**config.mk**
```make
export PLATFORM = sky130hd
export DESIGN_NAME = rti_root_ctx_top
export DESIGN_NICKNAME = d
export VERILOG_FILES = /design/src/verilog/rti_pkg.sv /design/src/verilog/rti_flush_unit.sv /design/src/verilog/rti_inval_engine.sv /design/src/verilog/rti_root_ctx_top.sv
export SDC_FILE = /design/constraint.sdc
export NUM_CORES = 1
export LEC_CHECK = 0
export BUFFER_PORTS_ARGS = -buffer_cell sky130_fd_sc_hd__clkbuf_2
export CORE_MARGIN = 3
export CORE_UTILIZATION = 27
export CTS_BUF_LIST = sky130_fd_sc_hd__clkbuf_4 sky130_fd_sc_hd__clkbuf_8 sky130_fd_sc_hd__clkbuf_16
export DETAILED_ROUTE_END_ITERATION = 10
export PLACE_DENSITY = 0.59
export SYNTH_ARGS = -nofsm -noshare
export SYNTH_HDL_FRONTEND = slang
export SYNTH_SLANG_ARGS = --single-unit
```
**constraint.sdc**
```tcl
create_clock -name clk -period 5.5 [get_ports clk]
set_input_delay 0.55 -clock clk [delete_from_list [all_inputs] [get_ports clk]]
set_output_delay 0.55 -clock clk [all_outputs]
set_load 0.02 [all_outputs]
```
**src/verilog/rti_pkg.sv**
```systemverilog
/*
 * Shared constants and types for the root-table and context-cache invalidation block.
 * Assumes a 32-bit APB master on the register side and one clock for the whole block.
 */
`default_nettype none
package rti_pkg;
    // Register byte offsets, one aligned 32-bit word each.
    localparam logic [7:0] RTI_OFF_ROOT_LO = 8'h20;
    localparam logic [7:0] RTI_OFF_ROOT_HI = 8'h24;
    localparam logic [7:0] RTI_OFF_CCMD_LO = 8'h28;
    localparam logic [7:0] RTI_OFF_CCMD_HI = 8'h2C;
    localparam logic [7:0] RTI_OFF_CTRL    = 8'h30;
    localparam logic [7:0] RTI_OFF_STAT    = 8'h34;
    localparam logic [7:0] RTI_OFF_ACT_LO  = 8'h38;
    localparam logic [7:0] RTI_OFF_ACT_HI  = 8'h3C;
    // Field positions inside the 32-bit words.
    localparam int RTI_RTT_BIT      = 11;
    localparam int RTI_BASE_LSB     = 12;
    localparam int RTI_ICC_BIT      = 31;
    localparam int RTI_REQ_GRAN_LSB = 29;
    localparam int RTI_ACT_GRAN_LSB = 27;
    localparam int RTI_SID_LSB      = 16;
    localparam int RTI_CTRL_SET_ROOT_POINTER_COMMAND    = 0;
    localparam int RTI_CTRL_TE      = 1;
    localparam int RTI_CTRL_ECS     = 2;
    localparam int RTI_CTRL_WRITE_BUFFER_FLUSH_REQUIRED    = 3;
    localparam int RTI_STAT_RPS     = 0;
    localparam int RTI_STAT_TES     = 1;
    localparam int RTI_STAT_FLUSH   = 2;
    localparam int RTI_STAT_INV     = 3;
    // Granularity encodings and reset values.
    localparam logic [1:0] RTI_GRAN_RSVD   = 2'h0;
    localparam logic [1:0] RTI_GRAN_GLOBAL = 2'h1;
    localparam logic [1:0] RTI_GRAN_DOMAIN = 2'h2;
    localparam logic [1:0] RTI_GRAN_DEVICE = 2'h3;
    localparam logic [1:0] RTI_GRAN_RESET  = 2'h0;
    localparam logic [31:0] RTI_WORD_ZERO  = 32'h0000_0000;

    // APB request and response bundles; field names follow the bus.
    typedef struct packed {
        logic        psel;
        logic        penable;
        logic        pwrite;
        logic [7:0]  paddr;
        logic [31:0] pwdata;
        logic [3:0]  pstrb;
    } rti_apb_req_t;
    typedef struct packed {
        logic        pready;
        logic        pslverr;
        logic [31:0] prdata;
    } rti_apb_rsp_t;

    // One invalidation command as handed to the context cache.
    typedef struct packed {
        logic [1:0]  gran;
        logic [15:0] domain_identifier;
        logic [15:0] source_identifier;
        logic [1:0]  fm;
    } rti_inv_cmd_t;

    typedef enum logic [1:0] {ENG_IDLE, ENG_FLUSH, ENG_INVAL} rti_eng_state_t;

    // Merge a written word into an old one under the APB byte strobes.
    function automatic logic [31:0] rti_merge(input logic [31:0] old, input logic [31:0] wr,
                                              input logic [3:0] strb);
        logic [31:0] res;
        res = old;
        for (int i = 0; i < 4; i++) begin
            if (strb[i]) begin
                res[8*i +: 8] = wr[8*i +: 8];
            end
        end
        return res;
    endfunction

    // Accept a reported granularity only if it is not finer than requested.
    function automatic logic [1:0] rti_legal_gran(input logic [1:0] req, input logic [1:0] rep);
        logic [1:0] res;
        res = RTI_GRAN_GLOBAL;
        if (rep == RTI_GRAN_DOMAIN && req != RTI_GRAN_GLOBAL) begin
            res = rep;
        end else if (rep == RTI_GRAN_DEVICE && req == RTI_GRAN_DEVICE) begin
            res = rep;
        end
        return res;
    endfunction
endpackage
`default_nettype wire

```
**src/verilog/rti_flush_unit.sv**
```systemverilog
/*
 * Write-buffer flush handshake used ahead of a context-cache invalidation.
 * Assumes the flush agent answers wbFlushReq with a one-cycle wbFlushDone.
 */
`timescale 1ns/1ps
`default_nettype none
module rti_flush_unit
    import rti_pkg::*;
(
    input  wire logic clk,          // Block clock.
    input  wire logic rst,          // Asynchronous reset, active high.
    input  wire logic start,        // One-cycle request to flush.
    input  wire logic wbFlushDone,  // One-cycle completion from the flush agent.
    output logic      wbFlushReq,   // Held high while the flush runs.
    output logic      done          // One-cycle completion back to the engine.
);
    typedef struct packed {
        logic req;
        logic done;
    } rti_flush_regs_t;

    rti_flush_regs_t r_q;  // Registered state.
    rti_flush_regs_t r_d;  // Next state.

    ////////////////////////////////////////////////////////////////////////////
    // Request is raised by start and dropped on the agent's done.
    always_comb begin
        r_d = r_q;
        r_d.done = 1'b0;
        if (r_q.req && wbFlushDone) begin
            r_d.req = 1'b0;
            r_d.done = 1'b1;
        end else if (start) begin
            r_d.req = 1'b1;
        end
    end

    // State register.
    always_ff @(posedge clk or posedge rst) begin
        if (rst) begin
            r_q <= '0;
        end else begin
            r_q <= r_d;
        end
    end

    assign wbFlushReq = r_q.req;
    assign done       = r_q.done;
endmodule
`default_nettype wire

```
**src/verilog/rti_inval_engine.sv**
```systemverilog
/*
 * Sequencer for one context-cache invalidation: optional flush, then the cache request.
 * Assumes the cache answers cacheReq with a one-cycle cacheDone and its applied granularity.
 */
`timescale 1ns/1ps
`default_nettype none
module rti_inval_engine
    import rti_pkg::*;
(
    input  wire logic         clk,         // Block clock.
    input  wire logic         rst,         // Asynchronous reset, active high.
    input  wire logic         start,       // One-cycle start of an invalidation.
    input  wire rti_inv_cmd_t cmd,         // Command fields, valid with start.
    input  wire logic         write_buffer_flush_required,        // Write-buffer flush required.
    input  wire logic         flushDone,   // One-cycle flush completion.
    input  wire logic         cacheDone,   // One-cycle cache completion.
    input  wire logic [1:0]   cacheGran,   // Granularity the cache applied.
    output logic              flushStart,  // One-cycle flush request.
    output logic              cacheReq,    // Held high until cacheDone.
    output rti_inv_cmd_t      cacheCmd,    // Command presented to the cache.
    output logic              done,        // One-cycle completion.
    output logic [1:0]        actGran      // Applied granularity, valid with done.
);
    typedef struct packed {
        rti_eng_state_t state;
        rti_inv_cmd_t   cmd;
        logic           flushStart;
        logic           cacheReq;
        logic           done;
        logic [1:0]     actGran;
    } rti_eng_regs_t;

    rti_eng_regs_t r_q;  // Registered state.
    rti_eng_regs_t r_d;  // Next state.

    ////////////////////////////////////////////////////////////////////////////
    // Flush first when required, then hold the cache request until it finishes.
    always_comb begin
        r_d = r_q;
        r_d.flushStart = 1'b0;
        r_d.done = 1'b0;
        case (r_q.state)
            ENG_IDLE: begin
                if (start) begin
                    r_d.cmd = cmd;
                    // A reserved request is served as the coarsest one.
                    if (cmd.gran == RTI_GRAN_RSVD) begin
                        r_d.cmd.gran = RTI_GRAN_GLOBAL;
                    end
                    if (write_buffer_flush_required) begin
                        r_d.flushStart = 1'b1;
                        r_d.state = ENG_FLUSH;
                    end else begin
                        r_d.cacheReq = 1'b1;
                        r_d.state = ENG_INVAL;
                    end
                end
            end
            ENG_FLUSH: begin
                if (flushDone) begin
                    r_d.cacheReq = 1'b1;
                    r_d.state = ENG_INVAL;
                end
            end
            ENG_INVAL: begin
                if (cacheDone) begin
                    r_d.cacheReq = 1'b0;
                    r_d.done = 1'b1;
                    r_d.actGran = rti_legal_gran(r_q.cmd.gran, cacheGran);
                    r_d.state = ENG_IDLE;
                end
            end
            default: begin
                r_d.state = ENG_IDLE;
            end
        endcase
    end

    // State register.
    always_ff @(posedge clk or posedge rst) begin
        if (rst) begin
            r_q <= '0;
        end else begin
            r_q <= r_d;
        end
    end

    assign flushStart = r_q.flushStart;
    assign cacheReq   = r_q.cacheReq;
    assign cacheCmd   = r_q.cmd;
    assign done       = r_q.done;
    assign actGran    = r_q.actGran;
endmodule
`default_nettype wire

```
**src/verilog/rti_root_ctx_top.sv**
```systemverilog
/*
 * Register bank for the root-table base and the context-cache command, with its sequencer.
 * Assumes an APB master with byte strobes, one clock, and a context cache and flush agent
 * that answer their requests with one-cycle done pulses.
 */
`timescale 1ns/1ps
`default_nettype none
module rti_root_ctx_top
    import rti_pkg::*;
#(
    parameter int HOST_ADDRESS_WIDTH       = 48,  // Supported host address width.
    parameter int DID_WIDTH = 16   // Supported domain-id width.
) (
    input  wire logic         clk,              // Block clock, 40 MHz.
    input  wire logic         rst,              // Asynchronous reset, active high.
    input  wire rti_apb_req_t apbReq,           // APB request from software.
    output rti_apb_rsp_t      apbRsp,           // APB response to software.
    output logic [63:0]       rootBaseActive,   // Root base in use by the walker.
    output logic              rootTypeActive,   // Table format in use.
    output logic              translationEnable,// Translation enable status.
    output logic              ccInvReq,         // Context-cache invalidation request.
    output rti_inv_cmd_t      ccInvCmd,         // Command fields for the cache.
    input  wire logic         ccInvDone,        // One-cycle cache completion.
    input  wire logic [1:0]   ccDoneGran,       // Granularity the cache applied.
    output logic              wbFlushReq,       // Write-buffer flush request.
    input  wire logic         wbFlushDone       // One-cycle flush completion.
);
    // Masks for the implemented address and domain bits; upper bits stay zero.
    localparam logic [63:0] HAW_MASK = ~(64'hFFFF_FFFF_FFFF_FFFF << HOST_ADDRESS_WIDTH);
    localparam logic [15:0] DID_MASK = ~(16'hFFFF << DID_WIDTH);

    // Whole register state of this module.
    typedef struct packed {
        logic [51:0] rootStage;    // Base bits 63:12 as last written.
        logic        rttStage;     // Table type as last written.
        logic [51:0] rootActive;   // Base bits latched by the set command.
        logic        rttActive;    // Table type latched by the set command.
        logic        rootPtrStat;  // Set once a base has been latched.
        logic        transEn;      // Translation enable.
        logic        extended_capability_support_flag;          // Extended capability support flag.
        logic        write_buffer_flush_required;         // Write-buffer flush required flag.
        logic        invalidate_bit;          // Invalidate bit.
        logic [1:0]  reqGran;      // Requested granularity.
        logic [1:0]  actGran;      // Actual granularity.
        logic [15:0] source_identifier;          // Source identifier.
        logic [15:0] domain_identifier;          // Domain identifier.
        logic [1:0]  fm;           // Function mask.
        logic        startPulse;   // One-cycle start towards the engine.
        logic [31:0] prdata;       // Read data prepared in the setup phase.
        logic        pslverr;      // Error flag prepared in the setup phase.
    } rti_regs_t;

    rti_regs_t    r_q;          // Registered state.
    rti_regs_t    r_d;          // Next state.
    logic         setupPhase;   // APB setup cycle.
    logic         writeAccess;  // APB write completing this edge.
    logic         addrMapped;   // Address hits a register.
    logic [31:0]  wordNew;      // Merged write word.
    logic [31:0]  readWord;     // Word selected for reading.
    logic         engDone;      // Engine completion pulse.
    logic [1:0]   engActGran;   // Engine applied granularity.
    logic         flushStart;   // Engine asks for a flush.
    logic         flushDone;    // Flush completed.
    logic         engBusy;      // Engine request in flight.
    rti_inv_cmd_t startCmd;     // Command handed to the engine.

    ////////////////////////////////////////////////////////////////////////////
    // Address decode: only aligned words of the known offsets are mapped.
    always_comb begin
        case (apbReq.paddr)
            RTI_OFF_ROOT_LO, RTI_OFF_ROOT_HI, RTI_OFF_CCMD_LO, RTI_OFF_CCMD_HI,
            RTI_OFF_CTRL, RTI_OFF_STAT, RTI_OFF_ACT_LO, RTI_OFF_ACT_HI: begin
                addrMapped = 1'b1;
            end
            default: begin
                addrMapped = 1'b0;
            end
        endcase
    end

    ////////////////////////////////////////////////////////////////////////////
    // Read multiplexer; reserved and write-only fields return zero.
    always_comb begin
        readWord = RTI_WORD_ZERO;
        case (apbReq.paddr)
            RTI_OFF_ROOT_LO: begin
                // The staged value is returned, latched or not.
                readWord[31:RTI_BASE_LSB] = r_q.rootStage[19:0];
                readWord[RTI_RTT_BIT] = r_q.rttStage & r_q.extended_capability_support_flag;
            end
            RTI_OFF_ROOT_HI: begin
                readWord = r_q.rootStage[51:20];
            end
            RTI_OFF_CCMD_LO: begin
                // Source identifier is write-only and reads as zero.
                readWord[15:0] = r_q.domain_identifier;
            end
            RTI_OFF_CCMD_HI: begin
                readWord[RTI_ICC_BIT] = r_q.invalidate_bit;
                readWord[RTI_REQ_GRAN_LSB +: 2] = r_q.reqGran;
                readWord[RTI_ACT_GRAN_LSB +: 2] = r_q.actGran;
                // Function mask is write-only; bits 26:0 read zero.
            end
            RTI_OFF_CTRL: begin
                // The set command is self-clearing and reads zero.
                readWord[RTI_CTRL_TE] = r_q.transEn;
                readWord[RTI_CTRL_ECS] = r_q.extended_capability_support_flag;
                readWord[RTI_CTRL_WRITE_BUFFER_FLUSH_REQUIRED] = r_q.write_buffer_flush_required;
            end
            RTI_OFF_STAT: begin
                readWord[RTI_STAT_RPS] = r_q.rootPtrStat;
                readWord[RTI_STAT_TES] = r_q.transEn;
                readWord[RTI_STAT_FLUSH] = wbFlushReq;
                readWord[RTI_STAT_INV] = engBusy;
            end
            RTI_OFF_ACT_LO: begin
                readWord[31:RTI_BASE_LSB] = r_q.rootActive[19:0];
                readWord[RTI_RTT_BIT] = r_q.rttActive;
            end
            RTI_OFF_ACT_HI: begin
                readWord = r_q.rootActive[51:20];
            end
            default: begin
                readWord = RTI_WORD_ZERO;
            end
        endcase
    end

    ////////////////////////////////////////////////////////////////////////////
    // Next-state logic: bus writes, read capture and engine completion.
    always_comb begin
        r_d = r_q;
        r_d.startPulse = 1'b0;
        setupPhase = apbReq.psel && !apbReq.penable;
        writeAccess = apbReq.psel && apbReq.penable && apbReq.pwrite;
        wordNew = RTI_WORD_ZERO;

        // Completion clears the busy bit and posts the applied granularity together.
        if (engDone) begin
            r_d.invalidate_bit = 1'b0;
            r_d.actGran = engActGran;
        end

        // Read data and error are taken from flops during the setup phase.
        if (setupPhase) begin
            r_d.prdata = apbReq.pwrite ? RTI_WORD_ZERO : readWord;
            r_d.pslverr = !addrMapped;
        end

        if (writeAccess && addrMapped) begin
            case (apbReq.paddr)
                RTI_OFF_ROOT_LO: begin
                    wordNew = rti_merge({r_q.rootStage[19:0], r_q.rttStage, 11'h000},
                                        apbReq.pwdata, apbReq.pstrb);
                    // Bits 11:0 of the base are implied zero by the 4 KB alignment.
                    r_d.rootStage[19:0] = wordNew[31:RTI_BASE_LSB] & HAW_MASK[31:12];
                    // Without extended support the type bit is not writable.
                    if (r_q.extended_capability_support_flag) begin
                        r_d.rttStage = wordNew[RTI_RTT_BIT];
                    end
                end
                RTI_OFF_ROOT_HI: begin
                    wordNew = rti_merge(r_q.rootStage[51:20], apbReq.pwdata, apbReq.pstrb);
                    r_d.rootStage[51:20] = wordNew & HAW_MASK[63:32];
                end
                RTI_OFF_CCMD_LO: begin
                    // Writes while an invalidation runs are dropped to protect the engine.
                    if (!r_q.invalidate_bit) begin
                        wordNew = rti_merge({r_q.source_identifier, r_q.domain_identifier}, apbReq.pwdata, apbReq.pstrb);
                        r_d.source_identifier = wordNew[31:RTI_SID_LSB];
                        r_d.domain_identifier = wordNew[15:0] & DID_MASK;
                    end
                end
                RTI_OFF_CCMD_HI: begin
                    if (!r_q.invalidate_bit) begin
                        wordNew = rti_merge({1'b0, r_q.reqGran, 27'h0000000, r_q.fm},
                                            apbReq.pwdata, apbReq.pstrb);
                        r_d.reqGran = wordNew[RTI_REQ_GRAN_LSB +: 2];
                        r_d.fm = wordNew[1:0];
                        // Only a top-byte write with the bit set starts work.
                        if (apbReq.pstrb[3] && apbReq.pwdata[RTI_ICC_BIT]) begin
                            r_d.invalidate_bit = 1'b1;
                            r_d.startPulse = 1'b1;
                        end
                        // Otherwise the fields are merely stored.
                    end
                end
                RTI_OFF_CTRL: begin
                    if (apbReq.pstrb[0]) begin
                        // The base is taken into use only by this command.
                        if (apbReq.pwdata[RTI_CTRL_SET_ROOT_POINTER_COMMAND]) begin
                            r_d.rootActive = r_q.rootStage;
                            r_d.rttActive = r_q.rttStage & r_q.extended_capability_support_flag;
                            r_d.rootPtrStat = 1'b1;
                        end
                        r_d.transEn = apbReq.pwdata[RTI_CTRL_TE];
                        r_d.extended_capability_support_flag = apbReq.pwdata[RTI_CTRL_ECS];
                        r_d.write_buffer_flush_required = apbReq.pwdata[RTI_CTRL_WRITE_BUFFER_FLUSH_REQUIRED];
                    end
                end
                default: begin
                    // Status and active-copy words are read-only.
                end
            endcase
        end
    end

    ////////////////////////////////////////////////////////////////////////////
    // State register; everything resets to zero, including the invalidate bit.
    always_ff @(posedge clk or posedge rst) begin
        if (rst) begin
            r_q <= '0;
        end else begin
            r_q <= r_d;
        end
    end

    ////////////////////////////////////////////////////////////////////////////
    // Engine and flush handshake. The command is taken from the stored fields the
    // cycle after the starting write, when they are already settled.
    always_comb begin
        startCmd.gran = r_q.reqGran;
        startCmd.domain_identifier = r_q.domain_identifier;
        startCmd.source_identifier = r_q.source_identifier;
        startCmd.fm = r_q.fm;
    end

    rti_inval_engine u_engine (
        .clk        (clk),
        .rst        (rst),
        .start      (r_q.startPulse),
        .cmd        (startCmd),
        .write_buffer_flush_required       (r_q.write_buffer_flush_required),
        .flushDone  (flushDone),
        .cacheDone  (ccInvDone),
        .cacheGran  (ccDoneGran),
        .flushStart (flushStart),
        .cacheReq   (ccInvReq),
        .cacheCmd   (ccInvCmd),
        .done       (engDone),
        .actGran    (engActGran)
    );

    rti_flush_unit u_flush (
        .clk         (clk),
        .rst         (rst),
        .start       (flushStart),
        .wbFlushDone (wbFlushDone),
        .wbFlushReq  (wbFlushReq),
        .done        (flushDone)
    );

    // Busy covers the gap between the start pulse and the engine's request.
    assign engBusy = r_q.invalidate_bit;

    ////////////////////////////////////////////////////////////////////////////
    // Outputs. The slave never inserts wait states, so pready is tied high.
    assign apbRsp.pready     = 1'b1;
    assign apbRsp.pslverr    = r_q.pslverr;
    assign apbRsp.prdata     = r_q.prdata;
    assign rootBaseActive    = {r_q.rootActive, 12'h000};
    assign rootTypeActive    = r_q.rttActive;
    assign translationEnable = r_q.transEn;
endmodule
`default_nettype wire

```
; ---- Word-level counts from Yosys, hierarchy flattened
; Index checks and enable logic that the tools add are counted.
[classes]
reduce_logical = 33
bitwise = 2
n_mux = 36
n_eq_ne = 18
[ops]
columns = cell, n
row1 = 8-bit by 6-bit == test with 1-bit output (second input constant), 8
row2 = 40-bit 2-to-1 mux, 1
row3 = 32-bit 2-to-1 mux, 1
row4 = 4-bit AND reduction, 8
row5 = 5-bit one-hot mux with 5 select lines, 1
row6 = 11-bit one-hot mux with 2 select lines, 1
row7 = 7-bit one-hot mux with 3 select lines, 1
row8 = 3-bit AND reduction, 7
row9 = 3-bit one-hot mux with 5 select lines, 1
row10 = 5-bit one-hot mux with 3 select lines, 1
row11 = 1-bit 2-to-1 mux, 14
row12 = 2-bit 2-to-1 mux, 6
row13 = 3-bit 2-to-1 mux, 4
row14 = 2-bit == test (second input constant), 4
row15 = 1-bit logical AND, 8
row16 = 8-bit OR reduction, 1
row17 = 7-bit 2-to-1 mux, 1
row18 = 2-bit inequality test (second input constant), 3
row19 = 2-bit one-hot mux with 3 select lines, 1
row20 = 5-bit AND reduction, 1
row21 = 2-bit logical NOT, 2
row22 = 4-bit 2-to-1 mux, 1
row23 = 2-bit by 1-bit inequality test with 1-bit output (second input constant), 2
row24 = 1-bit one-hot mux with 4 select lines, 1
row25 = other kinds (8), 10
[totals]
out_inout_bits = 138
input_bits = 53
regBits = 196

; ---- Logic depth before layout (Yosys ltp)
[depth]
word_depth = 6
depth_mapped = 8
depth_no_buf = 6

; ---- Cells and area by module
; From an unflattened synthesis, not the netlist that was laid out.
[hier_totals]
cells_unflattened = 763
hier_area_um2 = 9426.5
[modules_own_cells]
columns = mod, cells_per_inst, instances, area_each_um2
row1 = rti_root_ctx_top, 603, 1, 7374.6
row2 = rti_inval_engine, 154, 1, 1976.9
row3 = rti_flush_unit, 6, 1, 75.1

; ---- Least setup slack after synthesis
; Ideal clock, no wire load.
[synth_timing]
path_type = input to register
from = input apbReq[40] (netlist bit)
to = register r_q[36] (netlist bit)
arrival_ns = 2.143
path_slack_ns = 3.232
cell_stages = 5
setup_ns = 0.125
cell_sequence = buf_4 > nor4b_4 > nand2_2 > nor4_4 > mux2_2
[synth_between]
elab_chain_len = 5
[synth_lines]
columns = item, line_no
row1 = start: declaration, rti_root_ctx_top.sv:16  ; input wire rti_apb_req_t apbReq,
row2 = 8-bit by 6-bit == test with 1-bit output (on tied branches), "rti_root_ctx_top.sv:70, rti_root_ctx_top.sv:151"
row3 = 8-bit OR reduction, rti_root_ctx_top.sv:70  ; case (apbReq.paddr)
row4 = 1-bit 2-to-1 mux, rti_root_ctx_top.sv:70
row5 = 1-bit logical AND, rti_root_ctx_top.sv:150  ; if (writeAccess && addrMapped) begin
row6 = 4-bit AND reduction (no line) *, n/a
row7 = end signal: assignment, rti_root_ctx_top.sv:214  ; r_q <= r_d;
row8 = end: declaration, rti_root_ctx_top.sv:53  ; rti_regs_t r_q;
; Mark *: on every way between the ends. The rest lies on a longest branch, timed or not.
; A chain may end at the register's enable or synchronous reset.

; ---- Worst setup path in the final report
[layout_timing]
from = input apbReq[38] (netlist bit)
to = register r_q[57] (netlist bit)
; The elaborated chain is that of the path after synthesis.

==> qor.yml <==
detailed_routing:
  highest-signal-layer: "met5"
  met1_length_um: 11100
  dr_wl_met3_um: 1630
  remaining_drc_errors: 0
  vias: 5716
  drt-initial-drc-count: 340
  met2_length_um: 11000
  postRouteWirelength_um: 24000
  via_per_inst: 4.56
  drt-pass1-iter-count: 6
  antenna_violating_nets_left: 0
  post_drt_wl_per_cell_um: 19.1
final_layout:
  nFillCells: 3474
  num_antenna_cells: 0
  layout-area-overhead-vs-synth_pct: 9.91
  finish.utilization_pct: 30.5
  final_cell_mix: "sky130_fd_sc_hd__dfrtp_1 (196), sky130_fd_sc_hd__clkbuf_2 (161), sky130_fd_sc_hd__mux2_2 (135)"
  area_used_by_multi_input_combinational_logic_sq_um: 3420
  drive_gt1_share_pct: 46.3
  final_common_cell: "sky130_fd_sc_hd__dfrtp_1"
  final_cells: 1254
  layout.area.seq_sq_um: 4900
  final_nets: 850
yosys:
  sequential_cell_area_fraction_in_the_yosys_report_pct: 52.0
  avgSynthCellArea_sq_um: 12.7
  syn_area_sq_um: 9430
  synth_top_flop_cell: "sky130_fd_sc_hd__dfrtp_1"
  asyncSetResetFlopFracSynth_pct: 100
  synth-edff-count: 0
  post_synth_inst_count: 743
  synth-seq-cells: 196
  synthDistinctLibCells: 54
  synthesis.yosys.warnings: 0
global_routing:
  grt_first_pass_wirelength_um: 36300
  number_of_global_route_vias_before_repair: 5835
  grt_antenna_before_repair: 2
  gr-usage-all-layers_pct: 13.0
  grt_start_max_net_pins: 77
  grt_remaining_overflow: 0
pwr:
  share_clk_of_total_power_pct: 41.8
  power.static_leakage_nw: 5.27
  vdd_drop_max_v: 0.000264
  post-layout-total-power_mw: 2.88
  power.density_cell_area_nw_per_um2: 278
  cell_internal_pwr_mw: 2.13
  netSwitchingFraction_pct: 25.9
  p_comb_share_pct: 6.6
  part_of_the_total_power_dissipated_in_sequential_elements_pct: 51.6
  switchingPower_uw: 747
placed_design:
  portBuffers: 161
  dpl.cell_count: 1222
  gp_congestion: 0.762
  placed_wire_length_estimate_um: 17300
critical_path:
  cp.arrival_ns: 3.36
  timing.setup.critical_path_class: "input pin to flip-flop"
  rrSetupSlack_ns: 3.41
  worst-path-max-fanout: 29
  category_of_the_worst_setup_path_launch_point: "input pin"
  end_kind: "flip-flop"
  endpoint_required_time_on_the_critical_path_ns: 5.82
outcome:
  status: "finished clean"
die:
  floorplan.initialDensity_pct: 27.8
  y_dimension_of_the_die_um: 193
  die_width_um: 193
  fp.dieArea_sq_um: 37200
  core_area_sq_um: 34000
  top_level_port_count: 191
  rows: 67
timing:
  fin_crit_sh_pct: 55.3
  tightestPinTransition_ns: 1.13
  finalCriticalPeriod_ns: 3.04
  fin_tns_setup_ns: 0
  final_max_slew_viol_count: 0
  skew_ns: 0.0121
  grt_setup_unrepaired: "no"
  number_of_hold_violations_in_the_final_report: 0
  timing.final.setup_violations: 0
  max-slew-margin-rel_pct: 24.5
  fmax_mhz: 329
worst_hold_path:
  hold_path_class: "input pin to asynchronous set/reset pin"
clock_tree:
  h-tree-depth: 4
  cts_tree: "built"
  clock_tree.buffer_depth: 2
  post_cts_buffers: 0
  numCtsBuffers: 17
  cts-root-buf: "sky130_fd_sc_hd__clkbuf_16"
  cts_hold_buf: 0
  clk_latency_ns: 0.44
  cts-resized-gates: 0
  path_clk_slew_ns: 0.08
  clkSinkCount: 196
flow_run:
  drv_cap: 0
## power groups by stage
| stage | Combinational [mW] | Sequential [mW] | Clock, mW |
|---|---|---|---|
| finish | 0.189 | 1.49 | 1.20 |
| global route | 0.216 | 1.49 | 1.30 |
| CTS | 0.193 | 1.49 | 1.24 |
| detailed placement | 0.193 | 1.51 | 0 |
| global placement | 0.190 | 1.51 | 0 |
| floorplan | 0.140 | 1.51 | 0 |
## cell type report
class	count	share of cell area [%]
Sequential cell	196	47.3
Multi-Input combinational cell	394	33.0
Timing Repair Buffer	169	8.36
Tap cell	448	5.41
Clock buffer	18	4.24
Clock inverter	14	1.10
Inverter	15	0.580
## worst paths after layout
check / cells after the start / from / to
hold / removal: 3 / rst / r_q[70]$_DFFE_PP0P_
setup / recovery: 5 / apbReq[38] / r_q[57]$_DFFE_PP0P_
setup reg to reg: 5 / u_engine.r_q[41]$_DFFE_PP0P_ / u_engine.cacheCmd[9]$_DFFE_PP0P_
min in group clk: 2 / wbFlushDone / u_flush.wbFlushReq$_DFFE_PP0P_
max in group asynchronous: 4 / rst / u_engine.cacheCmd[9]$_DFFE_PP0P_
hold reg to reg: 1 / r_q[76]$_DFFE_PP0P_ / r_q[76]$_DFFE_PP0P_
## worst max-delay path, stage by stage
cell                       delay (ns)
sky130_fd_sc_hd__clkbuf_2        0.38
sky130_fd_sc_hd__nor2b_1         0.89
sky130_fd_sc_hd__nand3_1         0.46
sky130_fd_sc_hd__nor4_4          0.66
sky130_fd_sc_hd__mux2_2          0.40
## flip-flops by register name (all words and copies together) (netlist names)
name	cells
u_engine.cacheReq	1
u_flush.done	1
u_engine.cacheCmd	36
u_engine.actGran	2
u_engine.done	1
r_q	79
engBusy	1
translationEnable	1
u_flush.wbFlushReq	1
rootTypeActive	1
u_engine.r_q	2
rootBaseActive	36
apbRsp	33
u_engine.flushStart	1
## stage by stage
step | instance area (sq um) | worst slack, ns | hold slack [ns]
2_1_floorplan | 9530 | 2.42 | 0.430
3_3_place_gp | 9810 | 2.13 | 0.445
3_5_place_dp | 9810 | 2.02 | 0.453
4_1_cts | 10400 | 2.49 | 0.116
5_1_grt | 10400 | 2.26 | 0.143
6_report | 10400 | 2.46 | 0.130
## cell usage after synthesis, types with 3 or more instances
cell                        number  area, sq um
sky130_fd_sc_hd__dfrtp_1       196         4900
sky130_fd_sc_hd__buf_4         135         1010
sky130_fd_sc_hd__mux2_2        135         1520
sky130_fd_sc_hd__o21ai_0        32          160
sky130_fd_sc_hd__a22oi_1        27          203
sky130_fd_sc_hd__nand2_1        24         90.1
sky130_fd_sc_hd__mux2_4         18          270
sky130_fd_sc_hd__a22o_1         17          149
sky130_fd_sc_hd__clkbuf_1       16         60.1
sky130_fd_sc_hd__inv_1          15         56.3
sky130_fd_sc_hd__mux2i_1        12          120
sky130_fd_sc_hd__nor2_1         11         41.3
sky130_fd_sc_hd__nand3_1         9         45.0
sky130_fd_sc_hd__o2bb2ai_1       8         70.1
sky130_fd_sc_hd__buf_1           6         22.5
sky130_fd_sc_hd__a21oi_1         5         25.0
sky130_fd_sc_hd__buf_2           5         25.0
sky130_fd_sc_hd__nor2b_1         5         31.3
sky130_fd_sc_hd__a32oi_1         4         35.0
sky130_fd_sc_hd__and2_1          4         25.0
sky130_fd_sc_hd__and3_1          4         25.0
sky130_fd_sc_hd__ha_1            4         50.1
sky130_fd_sc_hd__nand2b_1        4         25.0
sky130_fd_sc_hd__nand4_1         4         25.0
sky130_fd_sc_hd__nor4_4          4         85.1
sky130_fd_sc_hd__buf_6           3         33.8
sky130_fd_sc_hd__nand4_2         3         37.5
## routing by layer
metal	vias to the layer above	GRT usage, %
li1	2569	-
met1	2932	17.8
met2	184	20.2
met3	27	3.89
met4	4	3.25
met5	-	0
## kinds of logic (layout without fill, tap and decap cells)
kind of cell	count (synthesis)	in the layout	synth area share, %
AND/OR/NAND/NOR	91	91	6.36
adder cells (fa/ha/maj)	4	4	0.531
multiplexers	165	165	20.3
AO/OA/AOI/OAI	103	103	7.71
buffers and inverters	180	216	12.8
flip-flops	196	196	52.0
XOR/XNOR	2	2	0.186
other	2	29	0.0797
Note: power is estimated with default switching activity, not from simulation.
